**config.mk**
```make
export PLATFORM = sky130hd
export DESIGN_NAME = pll_fast_lock
export DESIGN_NICKNAME = d
export VERILOG_FILES = /design/src/pfl_pkg.sv /design/src/pfl_cfg_if.sv /design/src/pfl_edge_cnt.sv /design/src/pfl_regs.sv /design/src/pll_fast_lock.sv
export SDC_FILE = /design/constraint.sdc
export NUM_CORES = 1
export LEC_CHECK = 0
export BUFFER_PORTS_ARGS = -buffer_cell sky130_fd_sc_hd__buf_2
export CORE_MARGIN = 2
export CORE_UTILIZATION = 44
export DETAILED_ROUTE_END_ITERATION = 10
export GPL_ROUTABILITY_DRIVEN = 0
export PLACE_DENSITY_LB_ADDON = 0.12
export RECOVER_POWER = 50
export SYNTH_ARGS = -nofsm -noshare
export SYNTH_HDL_FRONTEND = slang
export SYNTH_SLANG_ARGS = --single-unit
```
**constraint.sdc**
```tcl
create_clock -name ref_clk -period 10.85 [get_ports ref_clk]
set_input_delay 1.085 -clock ref_clk [delete_from_list [all_inputs] [get_ports ref_clk]]
set_output_delay 1.085 -clock ref_clk [all_outputs]
set_load 0.005 [all_outputs]
```
**src/pfl_pkg.sv**
```systemverilog
/*
  Package for the fast-lock sequencer: register map, field layout,
  reset values, timing counts and the state enumeration.
  Assumes a single 100 MHz clock domain and an AXI4-Lite register bus.
*/
// Behaviour
// - Pump always in exactly one of three states; code adds a fourth, idle PFL_EVAL
// - Detect state drives fixed current, not comparator
// - Frequency lock moves pump to closed loop
// - Closed loops follow comparator up/down decisions
// - Detect and closed-loop outputs enabled separately
// - Comparison runs at one eighth system clock
// - Lock judged over nineteen divided-clock cycles
// - Wide closed loop uses its programmed current
// - Wide moves to final on phase lock
// - Zero wide current skips straight to final
// - Per-state scaling of baseline pump current
// - Polarity bit reverses pump direction, default zero
package pfl_pkg;

  // ==========================================================
  // Register map (byte addresses)
  // ==========================================================
  localparam logic [3:0] PFL_CTRL_OFS = 4'h0;    // Control: scalings, polarity, restart
  localparam logic [3:0] PFL_STAT_OFS = 4'h4;    // Status: state, frequency lock, phase lock
  localparam logic [3:0] PFL_TOL_OFS = 4'h8;     // Lock tolerance in edges

  // ==========================================================
  // Control field layout
  // ==========================================================
  localparam int PFL_FINAL_LSB = 0;     // 2 bits, scale 1..4
  localparam int PFL_WIDE_LSB = 2;      // 3 bits, scale 0..14 step 2
  localparam int PFL_FDET_LSB = 5;      // 2 bits, scale 0..60 step 20
  localparam int PFL_POL_BIT = 7;       // Pump polarity select
  localparam int PFL_RESTART_BIT = 8;   // Write one: restart acquisition

  // ==========================================================
  // Reset values
  // ==========================================================
  localparam logic [7:0] PFL_CTRL_RST = 8'h00;
  localparam logic [4:0] PFL_TOL_RST = 5'h01;

  // ==========================================================
  // Timing
  // ==========================================================
  localparam int PFL_DIV = 8;                          // Divided clock ratio
  localparam logic [2:0] PFL_DIV_LAST = 3'(PFL_DIV - 1);
  localparam logic [4:0] PFL_WIN_LAST = 5'h12;         // 19 divided cycles, 0..18

  // ==========================================================
  // Sequencer states
  // ==========================================================
  typedef enum logic [1:0] {
    PFL_EVAL  = 2'b00,  // First window, outputs idle
    PFL_FDET  = 2'b01,  // Frequency detect
    PFL_WIDE  = 2'b10,  // Wide closed loop
    PFL_FINAL = 2'b11   // Final closed loop
  } pfl_state_e;

endpackage : pfl_pkg

```
**src/pfl_cfg_if.sv**
```systemverilog
/*
  Interface carrying configuration from the register block to the core.
  Assumes both ends share ref_clk.
*/
`timescale 1ns/1ps
interface pfl_cfg_if;
  logic [1:0] final_sel;      // Final scale code
  logic [2:0] wide_sel;       // Wide scale code
  logic [1:0] fdet_sel;       // Detect scale code
  logic pump_polarity_select; // Direction select
  logic [4:0] tol;            // Edge-count tolerance
  logic restart;              // One-cycle restart pulse
  modport src (output final_sel, wide_sel, fdet_sel, pump_polarity_select, tol, restart);
  modport dst (input final_sel, wide_sel, fdet_sel, pump_polarity_select, tol, restart);
endinterface : pfl_cfg_if

```
**src/pfl_edge_cnt.sv**
```systemverilog
/*
  Synchronises one detector input and counts its rising edges.
  Assumes the input is asynchronous to ref_clk and slower than half of it.
*/
`timescale 1ns/1ps
module pfl_edge_cnt (
  input wire logic ref_clk,
  input wire logic reset_n,
  input wire logic sig_in,
  input wire logic clear,
  output logic [7:0] count
);
  import pfl_pkg::*;

  logic [2:0] sync_q;  // Two-flop synchroniser plus edge history

  // ==========================================================
  // Synchronise, then count edges from stage two onward only
  // ==========================================================
  always_ff @(posedge ref_clk or negedge reset_n) begin
    if (!reset_n) begin
      sync_q <= 3'h0;
      count <= 8'h00;
    end else begin
      sync_q <= {sync_q[1:0], sig_in};
      // Counter saturates so a fast input cannot wrap into a false match
      if (clear) begin
        count <= {7'h00, (sync_q[1] & ~sync_q[2])};
      end else if ((sync_q[1] & ~sync_q[2]) && count != 8'hFF) begin
        count <= count + 8'h01;
      end
    end
  end
endmodule : pfl_edge_cnt

```
**src/pfl_regs.sv**
```systemverilog
/*
  AXI4-Lite slave holding control and tolerance, reading back status.
  Assumes one outstanding read and one outstanding write at a time.
*/
`timescale 1ns/1ps
module pfl_regs (
  input wire logic ref_clk,
  input wire logic reset_n,
  input wire logic [3:0] awaddr,
  input wire logic awvalid,
  output logic awready,
  input wire logic [31:0] wdata,
  input wire logic [3:0] wstrb,
  input wire logic wvalid,
  output logic wready,
  output logic [1:0] bresp,
  output logic bvalid,
  input wire logic bready,
  input wire logic [3:0] araddr,
  input wire logic arvalid,
  output logic arready,
  output logic [31:0] rdata,
  output logic [1:0] rresp,
  output logic rvalid,
  input wire logic rready,
  input wire logic [31:0] status,
  pfl_cfg_if.src cfg
);
  import pfl_pkg::*;

  logic [3:0] aw_q;       // Captured write address
  logic aw_have_q;        // Write address held
  logic [31:0] w_q;       // Captured write data
  logic [3:0] ws_q;       // Captured strobes
  logic w_have_q;         // Write data held
  logic [7:0] ctrl_q;     // Control bits 7:0
  logic [4:0] tol_q;      // Tolerance
  logic restart_q;        // Restart pulse
  wire do_wr = aw_have_q & w_have_q & ~bvalid;  // Both halves present
  wire wr_ctrl = do_wr && aw_q == PFL_CTRL_OFS;
  wire wr_tol = do_wr && aw_q == PFL_TOL_OFS;
  wire wr_ok = aw_q == PFL_CTRL_OFS || aw_q == PFL_TOL_OFS || aw_q == PFL_STAT_OFS;
  wire rd_ok = araddr == PFL_CTRL_OFS || araddr == PFL_TOL_OFS || araddr == PFL_STAT_OFS;
  wire [31:0] rd_val = (araddr == PFL_CTRL_OFS) ? {24'h000000, ctrl_q} :
                       (araddr == PFL_TOL_OFS) ? {27'h0000000, tol_q} :
                       (araddr == PFL_STAT_OFS) ? status : 32'h00000000;

  assign cfg.final_sel = ctrl_q[PFL_FINAL_LSB +: 2];
  assign cfg.wide_sel = ctrl_q[PFL_WIDE_LSB +: 3];
  assign cfg.fdet_sel = ctrl_q[PFL_FDET_LSB +: 2];
  assign cfg.pump_polarity_select = ctrl_q[PFL_POL_BIT];
  assign cfg.tol = tol_q;
  assign cfg.restart = restart_q;

  // ==========================================================
  // Write channel: address and data accepted in either order
  // ==========================================================
  always_ff @(posedge ref_clk or negedge reset_n) begin
    if (!reset_n) begin
      aw_have_q <= 1'b0;
      w_have_q <= 1'b0;
      awready <= 1'b1;  // Ready flags are flops, so top outputs carry no logic
      wready <= 1'b1;
      aw_q <= 4'h0;
      w_q <= 32'h00000000;
      ws_q <= 4'h0;
      bvalid <= 1'b0;
      bresp <= 2'h0;
    end else begin
      if (awvalid && !aw_have_q) begin
        aw_q <= awaddr;
        aw_have_q <= 1'b1;
        awready <= 1'b0;
      end
      if (wvalid && !w_have_q) begin
        w_q <= wdata;
        ws_q <= wstrb;
        w_have_q <= 1'b1;
        wready <= 1'b0;
      end
      if (do_wr) begin
        aw_have_q <= 1'b0;
        w_have_q <= 1'b0;
        awready <= 1'b1;
        wready <= 1'b1;
        bvalid <= 1'b1;
        bresp <= wr_ok ? 2'h0 : 2'h2;  // SLVERR on unmapped address
      end else if (bvalid && bready) begin
        bvalid <= 1'b0;
      end
    end
  end

  // ==========================================================
  // Register store; restart bit is write-one, self-clearing
  // ==========================================================
  always_ff @(posedge ref_clk or negedge reset_n) begin
    if (!reset_n) begin
      ctrl_q <= PFL_CTRL_RST;
      tol_q <= PFL_TOL_RST;
      restart_q <= 1'b0;
    end else begin
      restart_q <= wr_ctrl && ws_q[1] && w_q[PFL_RESTART_BIT];
      if (wr_ctrl && ws_q[0]) begin
        ctrl_q <= w_q[7:0];
      end
      if (wr_tol && ws_q[0]) begin
        tol_q <= w_q[4:0];
      end
    end
  end

  // ==========================================================
  // Read channel: one cycle to answer
  // ==========================================================
  always_ff @(posedge ref_clk or negedge reset_n) begin
    if (!reset_n) begin
      rvalid <= 1'b0;
      arready <= 1'b1;
      rdata <= 32'h00000000;
      rresp <= 2'h0;
    end else if (arvalid && !rvalid) begin
      rvalid <= 1'b1;
      arready <= 1'b0;
      rdata <= rd_val;
      rresp <= rd_ok ? 2'h0 : 2'h2;
    end else if (rvalid && rready) begin
      rvalid <= 1'b0;
      arready <= 1'b1;
    end
  end
endmodule : pfl_regs

```
**src/pll_fast_lock.sv**
```systemverilog
/*
  Top of the fast-lock sequencer: divided comparison clock, edge counts
  over a nineteen-cycle window, state machine and pump output steering.
  Assumes the detector inputs and lock indicator are asynchronous pins,
  and the comparator up/down decisions come from the same clock domain.
*/
// Our own choices: the register offsets and the AXI4-Lite interface to the registers.
`timescale 1ns/1ps
module pll_fast_lock (
  input wire logic ref_clk,
  input wire logic reset_n,
  input wire logic [3:0] s_axi_awaddr,
  input wire logic s_axi_awvalid,
  output logic s_axi_awready,
  input wire logic [31:0] s_axi_wdata,
  input wire logic [3:0] s_axi_wstrb,
  input wire logic s_axi_wvalid,
  output logic s_axi_wready,
  output logic [1:0] s_axi_bresp,
  output logic s_axi_bvalid,
  input wire logic s_axi_bready,
  input wire logic [3:0] s_axi_araddr,
  input wire logic s_axi_arvalid,
  output logic s_axi_arready,
  output logic [31:0] s_axi_rdata,
  output logic [1:0] s_axi_rresp,
  output logic s_axi_rvalid,
  input wire logic s_axi_rready,
  input wire logic reference_detector_input,
  input wire logic feedback_detector_input,
  input wire logic phase_lock_in,
  input wire logic comparator_up,
  input wire logic comparator_down,
  input wire logic loop_disturb,
  output logic fdet_en_q,
  output logic fdet_src_q,
  output logic [5:0] fdet_scale_q,
  output logic cl_en_q,
  output logic cl_up_q,
  output logic cl_dn_q,
  output logic [3:0] cl_scale_q,
  output logic [1:0] pump_state_q
);
  import pfl_pkg::*;

  pfl_cfg_if cfg ();                // Configuration from registers

  logic [2:0] div_q;                // System clock divider by eight
  logic [4:0] win_q;                // Window position, divided cycles
  logic [1:0] lock_sync_q;          // Phase-lock synchroniser
  logic [1:0] dist_sync_q;          // Disturb synchroniser
  logic dist_prev_q;                // Disturb edge history
  logic freq_lock_q;                // Last window verdict
  logic ref_fast_q;                 // Reference outran feedback
  pfl_state_e state_q;              // Sequencer state
  pfl_state_e state_d;
  logic [7:0] ref_cnt;              // Reference edges this window
  logic [7:0] fb_cnt;               // Feedback edges this window
  logic [31:0] status;              // Status word for readback

  // ==========================================================
  // Decode helpers
  // ==========================================================
  // Scale codes expand into the per-state multipliers
  function automatic logic [3:0] wide_scale(input logic [2:0] code);
    wide_scale = {code, 1'b0};
  endfunction : wide_scale

  wire div_tick = div_q == PFL_DIV_LAST;
  wire win_end = div_tick && win_q == PFL_WIN_LAST;
  wire [7:0] diff = (ref_cnt > fb_cnt) ? ref_cnt - fb_cnt : fb_cnt - ref_cnt;
  wire win_lock = diff <= {3'h0, cfg.tol};
  wire ref_fast = ref_cnt > fb_cnt;
  wire dist_evt = dist_sync_q[1] & ~dist_prev_q;            // Rising disturb
  wire restart = cfg.restart | dist_evt;
  wire wide_zero = cfg.wide_sel == 3'h0;
  wire closed = state_q == PFL_WIDE || state_q == PFL_FINAL;
  // Polarity zero: feedback leading lowers the control node
  wire pol = cfg.pump_polarity_select;
  wire up_dir = pol ? comparator_down : comparator_up;
  wire dn_dir = pol ? comparator_up : comparator_down;
  // Feedback slow means the control node must rise at polarity zero
  wire fdet_raise = ref_fast_q ^ pol;
  wire [5:0] fdet_mult = 6'(20 * cfg.fdet_sel);
  wire [3:0] cl_mult = (state_q == PFL_WIDE) ? wide_scale(cfg.wide_sel)
                       : {2'h0, cfg.final_sel} + 4'h1;

  assign status = {26'h0, lock_sync_q[1], freq_lock_q, 2'h0, state_q};

  // ==========================================================
  // Register block and edge counters
  // ==========================================================
  pfl_regs u_regs (
    .ref_clk(ref_clk),
    .reset_n(reset_n),
    .awaddr(s_axi_awaddr),
    .awvalid(s_axi_awvalid),
    .awready(s_axi_awready),
    .wdata(s_axi_wdata),
    .wstrb(s_axi_wstrb),
    .wvalid(s_axi_wvalid),
    .wready(s_axi_wready),
    .bresp(s_axi_bresp),
    .bvalid(s_axi_bvalid),
    .bready(s_axi_bready),
    .araddr(s_axi_araddr),
    .arvalid(s_axi_arvalid),
    .arready(s_axi_arready),
    .rdata(s_axi_rdata),
    .rresp(s_axi_rresp),
    .rvalid(s_axi_rvalid),
    .rready(s_axi_rready),
    .status(status),
    .cfg(cfg)
  );

  // Counts restart each window so the verdict reflects fresh edges
  pfl_edge_cnt u_ref_cnt (
    .ref_clk(ref_clk),
    .reset_n(reset_n),
    .sig_in(reference_detector_input),
    .clear(win_end | restart),
    .count(ref_cnt)
  );

  pfl_edge_cnt u_fb_cnt (
    .ref_clk(ref_clk),
    .reset_n(reset_n),
    .sig_in(feedback_detector_input),
    .clear(win_end | restart),
    .count(fb_cnt)
  );

  // ==========================================================
  // Divided clock tick and comparison window
  // ==========================================================
  // A tick enable keeps one clock domain; no derived clock is built
  always_ff @(posedge ref_clk or negedge reset_n) begin
    if (!reset_n) begin
      div_q <= 3'h0;
      win_q <= 5'h00;
    end else if (restart) begin
      div_q <= 3'h0;
      win_q <= 5'h00;
    end else begin
      div_q <= div_q + 3'h1;
      if (div_tick) begin
        win_q <= win_end ? 5'h00 : win_q + 5'h01;
      end
    end
  end

  // ==========================================================
  // Pin synchronisers and window verdict
  // ==========================================================
  always_ff @(posedge ref_clk or negedge reset_n) begin
    if (!reset_n) begin
      lock_sync_q <= 2'h0;
      dist_sync_q <= 2'h0;
      dist_prev_q <= 1'b0;
      freq_lock_q <= 1'b0;
      ref_fast_q <= 1'b0;
    end else begin
      lock_sync_q <= {lock_sync_q[0], phase_lock_in};
      dist_sync_q <= {dist_sync_q[0], loop_disturb};
      dist_prev_q <= dist_sync_q[1];
      if (win_end) begin
        freq_lock_q <= win_lock;
        ref_fast_q <= ref_fast;
      end
    end
  end

  // ==========================================================
  // Next-state logic
  // ==========================================================
  always_comb begin
    state_d = state_q;
    unique case (state_q)
      PFL_EVAL: begin
        // Idle until the first window has a verdict
        if (win_end) begin
          if (!win_lock) begin
            state_d = PFL_FDET;
          end else begin
            state_d = wide_zero ? PFL_FINAL : PFL_WIDE;
          end
        end
      end
      PFL_FDET: begin
        if (win_end && win_lock) begin
          state_d = wide_zero ? PFL_FINAL : PFL_WIDE;
        end
      end
      PFL_WIDE: begin
        if (lock_sync_q[1]) begin
          state_d = PFL_FINAL;
        end
      end
      PFL_FINAL: begin
        state_d = PFL_FINAL;                                // Held until disturbed or restarted by register
      end
    endcase
    if (restart) begin
      state_d = PFL_EVAL;
    end
  end

  // ==========================================================
  // State register; one state at a time
  // ==========================================================
  always_ff @(posedge ref_clk or negedge reset_n) begin
    if (!reset_n) begin
      state_q <= PFL_EVAL;
    end else begin
      state_q <= state_d;
    end
  end

  // ==========================================================
  // Pump outputs; detect and closed-loop groups kept apart
  // ==========================================================
  // Outputs are registered, so they trail the state by one cycle
  always_ff @(posedge ref_clk or negedge reset_n) begin
    if (!reset_n) begin
      fdet_en_q <= 1'b0;
      fdet_src_q <= 1'b0;
      fdet_scale_q <= 6'h00;
      cl_en_q <= 1'b0;
      cl_up_q <= 1'b0;
      cl_dn_q <= 1'b0;
      cl_scale_q <= 4'h0;
      pump_state_q <= PFL_EVAL;
    end else begin
      pump_state_q <= state_q;
      fdet_en_q <= state_q == PFL_FDET;
      fdet_src_q <= fdet_raise;
      fdet_scale_q <= (state_q == PFL_FDET) ? fdet_mult : 6'h00;
      cl_en_q <= closed;
      cl_up_q <= closed & up_dir;
      cl_dn_q <= closed & dn_dir;
      cl_scale_q <= closed ? cl_mult : 4'h0;
    end
  end
endmodule : pll_fast_lock

```
Yosys cells after proc, flatten, opt, wreduce, memory -nomap -nowiden
Cells that the tools add are included.
- register bits after elaboration: 128
- bits of input ports: 57
- output and inout bits: 58
- logic and storage cells: 149
- add/sub/neg operators: 7
- multipliers: 1
- magnitude comparators: 2
- eq/ne operators: 14
- muxes and demuxes: 40
- bitwise gates (word level): 14
- reductions and logical operators: 35
- operator list (kind ; count):
    two-way mux 32 bit ; 2
    two-way mux 8 bit ; 5
    two-way mux 1 bit ; 17
    adder 8 x 1 -> 8 bit, second input constant ; 2
    inequality test 8 bit, second input constant ; 2
    subtractor 8 bit ; 2
    logical AND 1 bit ; 15
    two-way mux 5 bit ; 3
    two-way mux 2 bit ; 7
    nonzero test 2 bit ; 7
    two-way mux 6 bit ; 2
    inequality test 3 bit, second input constant ; 3
    equality test 4 x 3 -> 1 bit, second input constant ; 2
    equality test 4 bit, second input constant ; 2
    greater-than comparator 8 bit ; 1
    <= comparator 8 x 5 -> 1 bit ; 1
    logical NOT 4 bit ; 2
    two-way mux 4 bit ; 2
    case mux 2 bit (4 select lines) ; 1
    AND 1 bit ; 7
    adder 5 x 1 -> 5 bit, second input constant ; 1
    equality test 5 bit, second input constant ; 1
    logical OR 1 bit ; 5
    equality test 2 bit, second input constant ; 2
    13 further kinds ; 19

Logic depth before layout (Yosys ltp)
- word-level depth: 7
- mapped depth: 17
- mapped depth without buffers: 17

By module
Synthesis repeated with hierarchy kept, for this count alone.
- cells, all modules: 553
- area total of the unflattened synthesis: 6090.8 um2
- modules (own cells, without submodules) (module ; instances ; cells an instance ; area an instance (um2) ; seq. area each (um2)):
    pfl_regs ; 1 ; 214 ; 2762.6 ; 1756.7
    pll_fast_lock ; 1 ; 225 ; 2114.5 ; 750.7
    pfl_edge_cnt ; 2 ; 57 ; 606.8 ; 275.3

Least setup slack after synthesis
OpenSTA, ideal clock, no wires.
- kind: flip-flop to flip-flop
- start point: reg u_ref_cnt.count[0]
- end point: reg state_q[0]
- setup time: 0.123 ns
- data arrival time: 3.394 ns
- data required time: 10.727 ns
- path slack: 7.333 ns
- cell stages (with the launch flop): 16
- path buffers: 0
- period minus slack after synthesis: 3.517 ns
- path through: dfrtp_1 inv_1 ha_1 inv_1 fa_1 a211o_1 nand3_1 a31oi_1 mux2_2 ha_1 nor2b_1 o31ai_1 a21oi_1 a2111oi_2 a22oi_2 o221a_1
- word-level cells in the longest chain between the ends: 7
- elaborated cells on any way between the ends: 12
- those cells by class: 2 x add/sub; 2 x order compare; 1 x eq/ne; 5 x mux; 2 x reduce/logical
- RTL lines (element ; RTL line ; text):
    from (decl) ; pfl_edge_cnt.sv:11 ; output logic [7:0] count
    from (signal assigned) ; pfl_edge_cnt.sv:28 ; count <= {7'h00, (sync_q[1] & ~sync_q[2])};
    from (signal assigned) ; pfl_edge_cnt.sv:30 ; count <= count + 8'h01;
    subtractor 8 bit or greater-than comparator 8 bit (tied branches) ; pll_fast_lock.sv:71 ; wire [7:0] diff = (ref_cnt > fb_cnt) ? ref_cnt - fb_cnt : fb_cnt - ref_cnt;
    two-way mux 8 bit (*) ; pll_fast_lock.sv:71 ;
    <= comparator 8 x 5 -> 1 bit (*) ; pll_fast_lock.sv:72 ; wire win_lock = diff <= {3'h0, cfg.tol};
    two-way mux 2 bit ; pll_fast_lock.sv:183 ; if (!win_lock) begin
    two-way mux 2 bit ; pll_fast_lock.sv:182 ; if (win_end) begin
    case mux 2 bit (4 select lines) ; pll_fast_lock.sv:179 ; unique case (state_q)
    two-way mux 2 bit ; pll_fast_lock.sv:204 ; if (restart) begin
    to (signal assigned) ; pll_fast_lock.sv:216 ; state_q <= state_d;
    to (decl) ; pll_fast_lock.sv:55 ; pfl_state_e state_q;
Mark *: on every way between the ends. The rest lies on a longest branch, timed or not. The select of a mux whose other input is x is not followed.
A chain may end at the register's enable or synchronous reset.

==> key figures <==
Clocking
  – Later-pin clock latency in the skew report: 0.34 ns
  – Post-CTS Resized: 0
  – CTS tree: done
  – Longest Clk Path Bufs: 2
  – H-tree depth: 3
  – Hold Buf Count CTS: 0
  – Root Driver: clkbuf_16
  – Post-CTS Setup Inserts: 0
  – Total clock sinks: just under 100
  – Clock Pin Slew Worst Setup and Hold Paths: roughly 0.060 ns
  – Num CTS Buffers: 9

Floorplan
  – Die Area: around 12,000 µm²
  – Rows: 39
  – Core Region: 11,300 µm²
  – Initial Util: 0.446
  – Die span in y: 111 µm
  – Die Span X: between 100 and 150 µm
  – Num ports: approximately 120

STA
  – Crit share post-route: 0.481
  – Setup total negative slack: 0 ns
  – Slew Limit Fails: 77
  – Final setup viols: 0
  – Achievable clock frequency: 192 MHz
  – Fin Clk Skew: between 0.007 and 0.008 ns
  – Endpoints failing hold: 0
  – Relative slew slack: -1.59
  – Min Tclk post-route: about 5.2 ns
  – Fin Hold WS: 0.348 ns
  – Slew @ Worst Pin: between 3 and 4 ns
  – Unrepaired setup endpoints after global routing: false

Layout
  – Area grow syn2layout: 11.7%
  – # fillers: approximately 1,000
  – Multi-input gate area: around 2300 µm²
  – Final net count: 603
  – Ant diodes: 0
  – Sequential cell area: around 2500 µm²
  – Layout cell share with drive strength beyond 1: 0.215

Route
  – Wire length per cell: ~14 µm
  – Antenna-violating nets left: 0
  – Drt pass-1 iters: 4
  – DR vias/cell: approximately 5.1
  – Vias after detailed routing: 3,365
  – Drt total wl: 9.27 mm
  – DR iter-0 viols: around 180
  – Drt drc: 0

Setup path
  – CP max stage delay: around 2.8 ns
  – CP Launch Type: primary input
  – Crit path buf inv count: 2
  – Top delay family on crit path: buffers and inverters
  – Worst R2R Path Depth: 13
  – CP endpoint kind: async pin
  – R2r setup slk: approximately 6.8 ns
  – Slowest-stage cell, CP: clkbuf_1
  – Cells along the critical path: clkbuf_1 -> clkbuf_1
  – CP arrival: between 4 and 5 ns
  – Critical R2R Launch: u_ref_cnt.count[2]
  – WS Path Type: in -> async
  – CP max FO: 76
  – FF-to-FF End: state_q[0]
  – Most frequent CP cell: clkbuf_1
  – Worst Path Required: between 10 and 15 ns

Hold path
  – HP Start: u_fb_cnt.sync_q[0]
  – Depth of the worst hold-timing path: 0
  – Worst hold path type: reg -> reg
  – Hold EP: u_fb_cnt.sync_q[1]

Power
  – PwrDens: 215 nW/µm²
  – Final Power: ~1.2 mW
  – Leak pwr: 2.67 nW
  – VDD IR max: ~120 µV

Logic synthesis
  – FF+latch count, synth: roughly 100
  – Largest family of logic cells by synthesized area: simple AND/OR/NAND/NOR gates
  – Synth top area share: 0.466
  – Post-Synth Adder-Cell Area: 0.0749
  – Synth Warn #: 0
  – Most common cell in the synthesized netlist: dfrtp_1
  – Fraction of registers with async set/reset: 1.00
  – Mapped Cells: between 400 and 500
  – Sequential share of the synthesized area: 0.487
  – Post-synth top cells: dfrtp_1 (94), nor2_1 (34), buf_4 (31), inv_1 (31), mux2_2 (29)
  – Ys flop type: dfrtp_1
  – Area contributors post-synth: dfrtp_1 (47%), ha_1 (6.7%), mux2_2 (6.5%)
  – Synth unique cells: between 50 and 60
  – Synthesized area: 5040 µm²
  – Synth Area in Simple Gates: 0.115
  – Yosys top cell by area: dfrtp_1
  – Syn Area/Cell: between 10 and 15 µm²
  – EDFF count, synth: 0
  – Post-synthesis compound-gate area fraction: 0.111
  – Multiplexer area fraction after synthesis: 0.0905
  – Synth Area in XOR/XNOR: 0.0382

Job
  – Maxcap violations: 1

Global route
  – Vias in the first global route: ~3,300
  – Total gr overflow: 0
  – Largest net degree at the start of global routing: 77
  – Initial antenna violation count: 0
  – First-pass GRT wire length: around 16 mm
  – GRT Total Usage: 0.160

Place
  – DP Wirelength: roughly 6.9 mm
  – IO Port Bufs: 61

Status
  – Failing checks: capacitance limit, slew limit
  – Status: finished with violations
registers in the layout, indices dropped and copies added, names as in the netlist, 2 cells and up:
register,cells
u_ref_cnt.sync_q,3
pump_state_q,2
u_regs.ws_q,2
u_regs.rdata,8
u_regs.cfg.tol,5
u_regs.ctrl_q,8
u_ref_cnt.count,8
u_regs.aw_q,4
cl_scale_q,4
u_fb_cnt.count,8
win_q,5
state_q,2
lock_sync_q,2
u_fb_cnt.sync_q,3
div_q,3
dist_sync_q,2
fdet_scale_q,2
u_regs.w_q,9
cell families (layout without fill, tap and decap cells):
family / count (synthesis) / after routing
and+or+nand+nor: 116 / 116
DFF: 98 / 98
AOI/OAI and AO/OA: 78 / 78
buffers and inverters: 74 / 109
muxes: 42 / 42
adders and majority gates: 29 / 29
xor gates and xnor gates: 22 / 22
other: 1 / 28
layout make-up:
cell class | instances | share of cell area
clock inverter | 4 | 0.0136
inverter | 31 | 0.0207
timing repair buffer | 62 | 0.0529
tap | 143 | 0.0318
sequential | 98 | 0.436
multi-input combinational | 315 | 0.403
clock buffer | 12 | 0.0420
worst max path at each step:
| stage | start | endpoint | cells after the start |
|---|---|---|---|
| final | reset_n | u_ref_cnt.count[4] | 2 |
| after floorplan | u_ref_cnt.count[0] | state_q[0] | 15 |
| after CTS | u_ref_cnt.count[2] | state_q[0] | 13 |
| after global routing | reset_n | u_fb_cnt.count[6] | 2 |
| after global placement | u_ref_cnt.count[2] | state_q[0] | 13 |
| after detailed placement | u_ref_cnt.count[2] | state_q[0] | 13 |
stage by stage:
stage | cell area, µm² | instances | setup slack, ns | util
floorplan | 5140 | 487 | 7.33 | -
global placement | 5340 | 649 | 6.79 | 0.471
detailed placement | 5340 | 649 | 6.83 | 0.471
CTS | 5650 | 665 | 6.79 | 0.499
global route | 5630 | 665 | 4.44 | 0.497
finish | 5630 | 665 | 5.64 | 0.497
metal layers:
layer | part of all wire | global-route usage | up-vias
met5 | 0 | 0 | -
met4 | 0.017 | 0.0519 | 0
met3 | 0.048 | 0.0394 | 13
met2 | 0.47 | 0.249 | 81
met1 | 0.47 | 0.222 | 1622
li1 | - | - | 1649
cell usage in the layout, fill, tap and decap left out, types with 3 or more instances in the layout:
master,count
nand3_1,8
clkbuf_16,9
o21a_1,4
nor3_1,3
nand3b_1,3
a211oi_1,3
o31ai_1,4
nor4_1,4
o21ai_0,20
mux2_2,29
and3_1,4
dfrtp_1,94
mux2i_1,13
clkbuf_1,13
inv_1,31
and2_0,4
xor2_1,6
nand2_1,28
ha_1,27
nand4_1,6
buf_2,52
nor2_1,34
conb_1,28
nor2b_1,10
a21oi_1,14
a22o_1,3
xnor2_1,16
dfstp_2,4
power breakdown:
group          leakage, nW  total [mW]  internal [mW]  switching [mW]
Clock                0.147       0.336          0.203           0.133
Sequential            1.26       0.504          0.445          0.0596
Combinational         1.26       0.372          0.186           0.186
Total                 2.67        1.21          0.834           0.378
(Power assumes the default switching activity.)
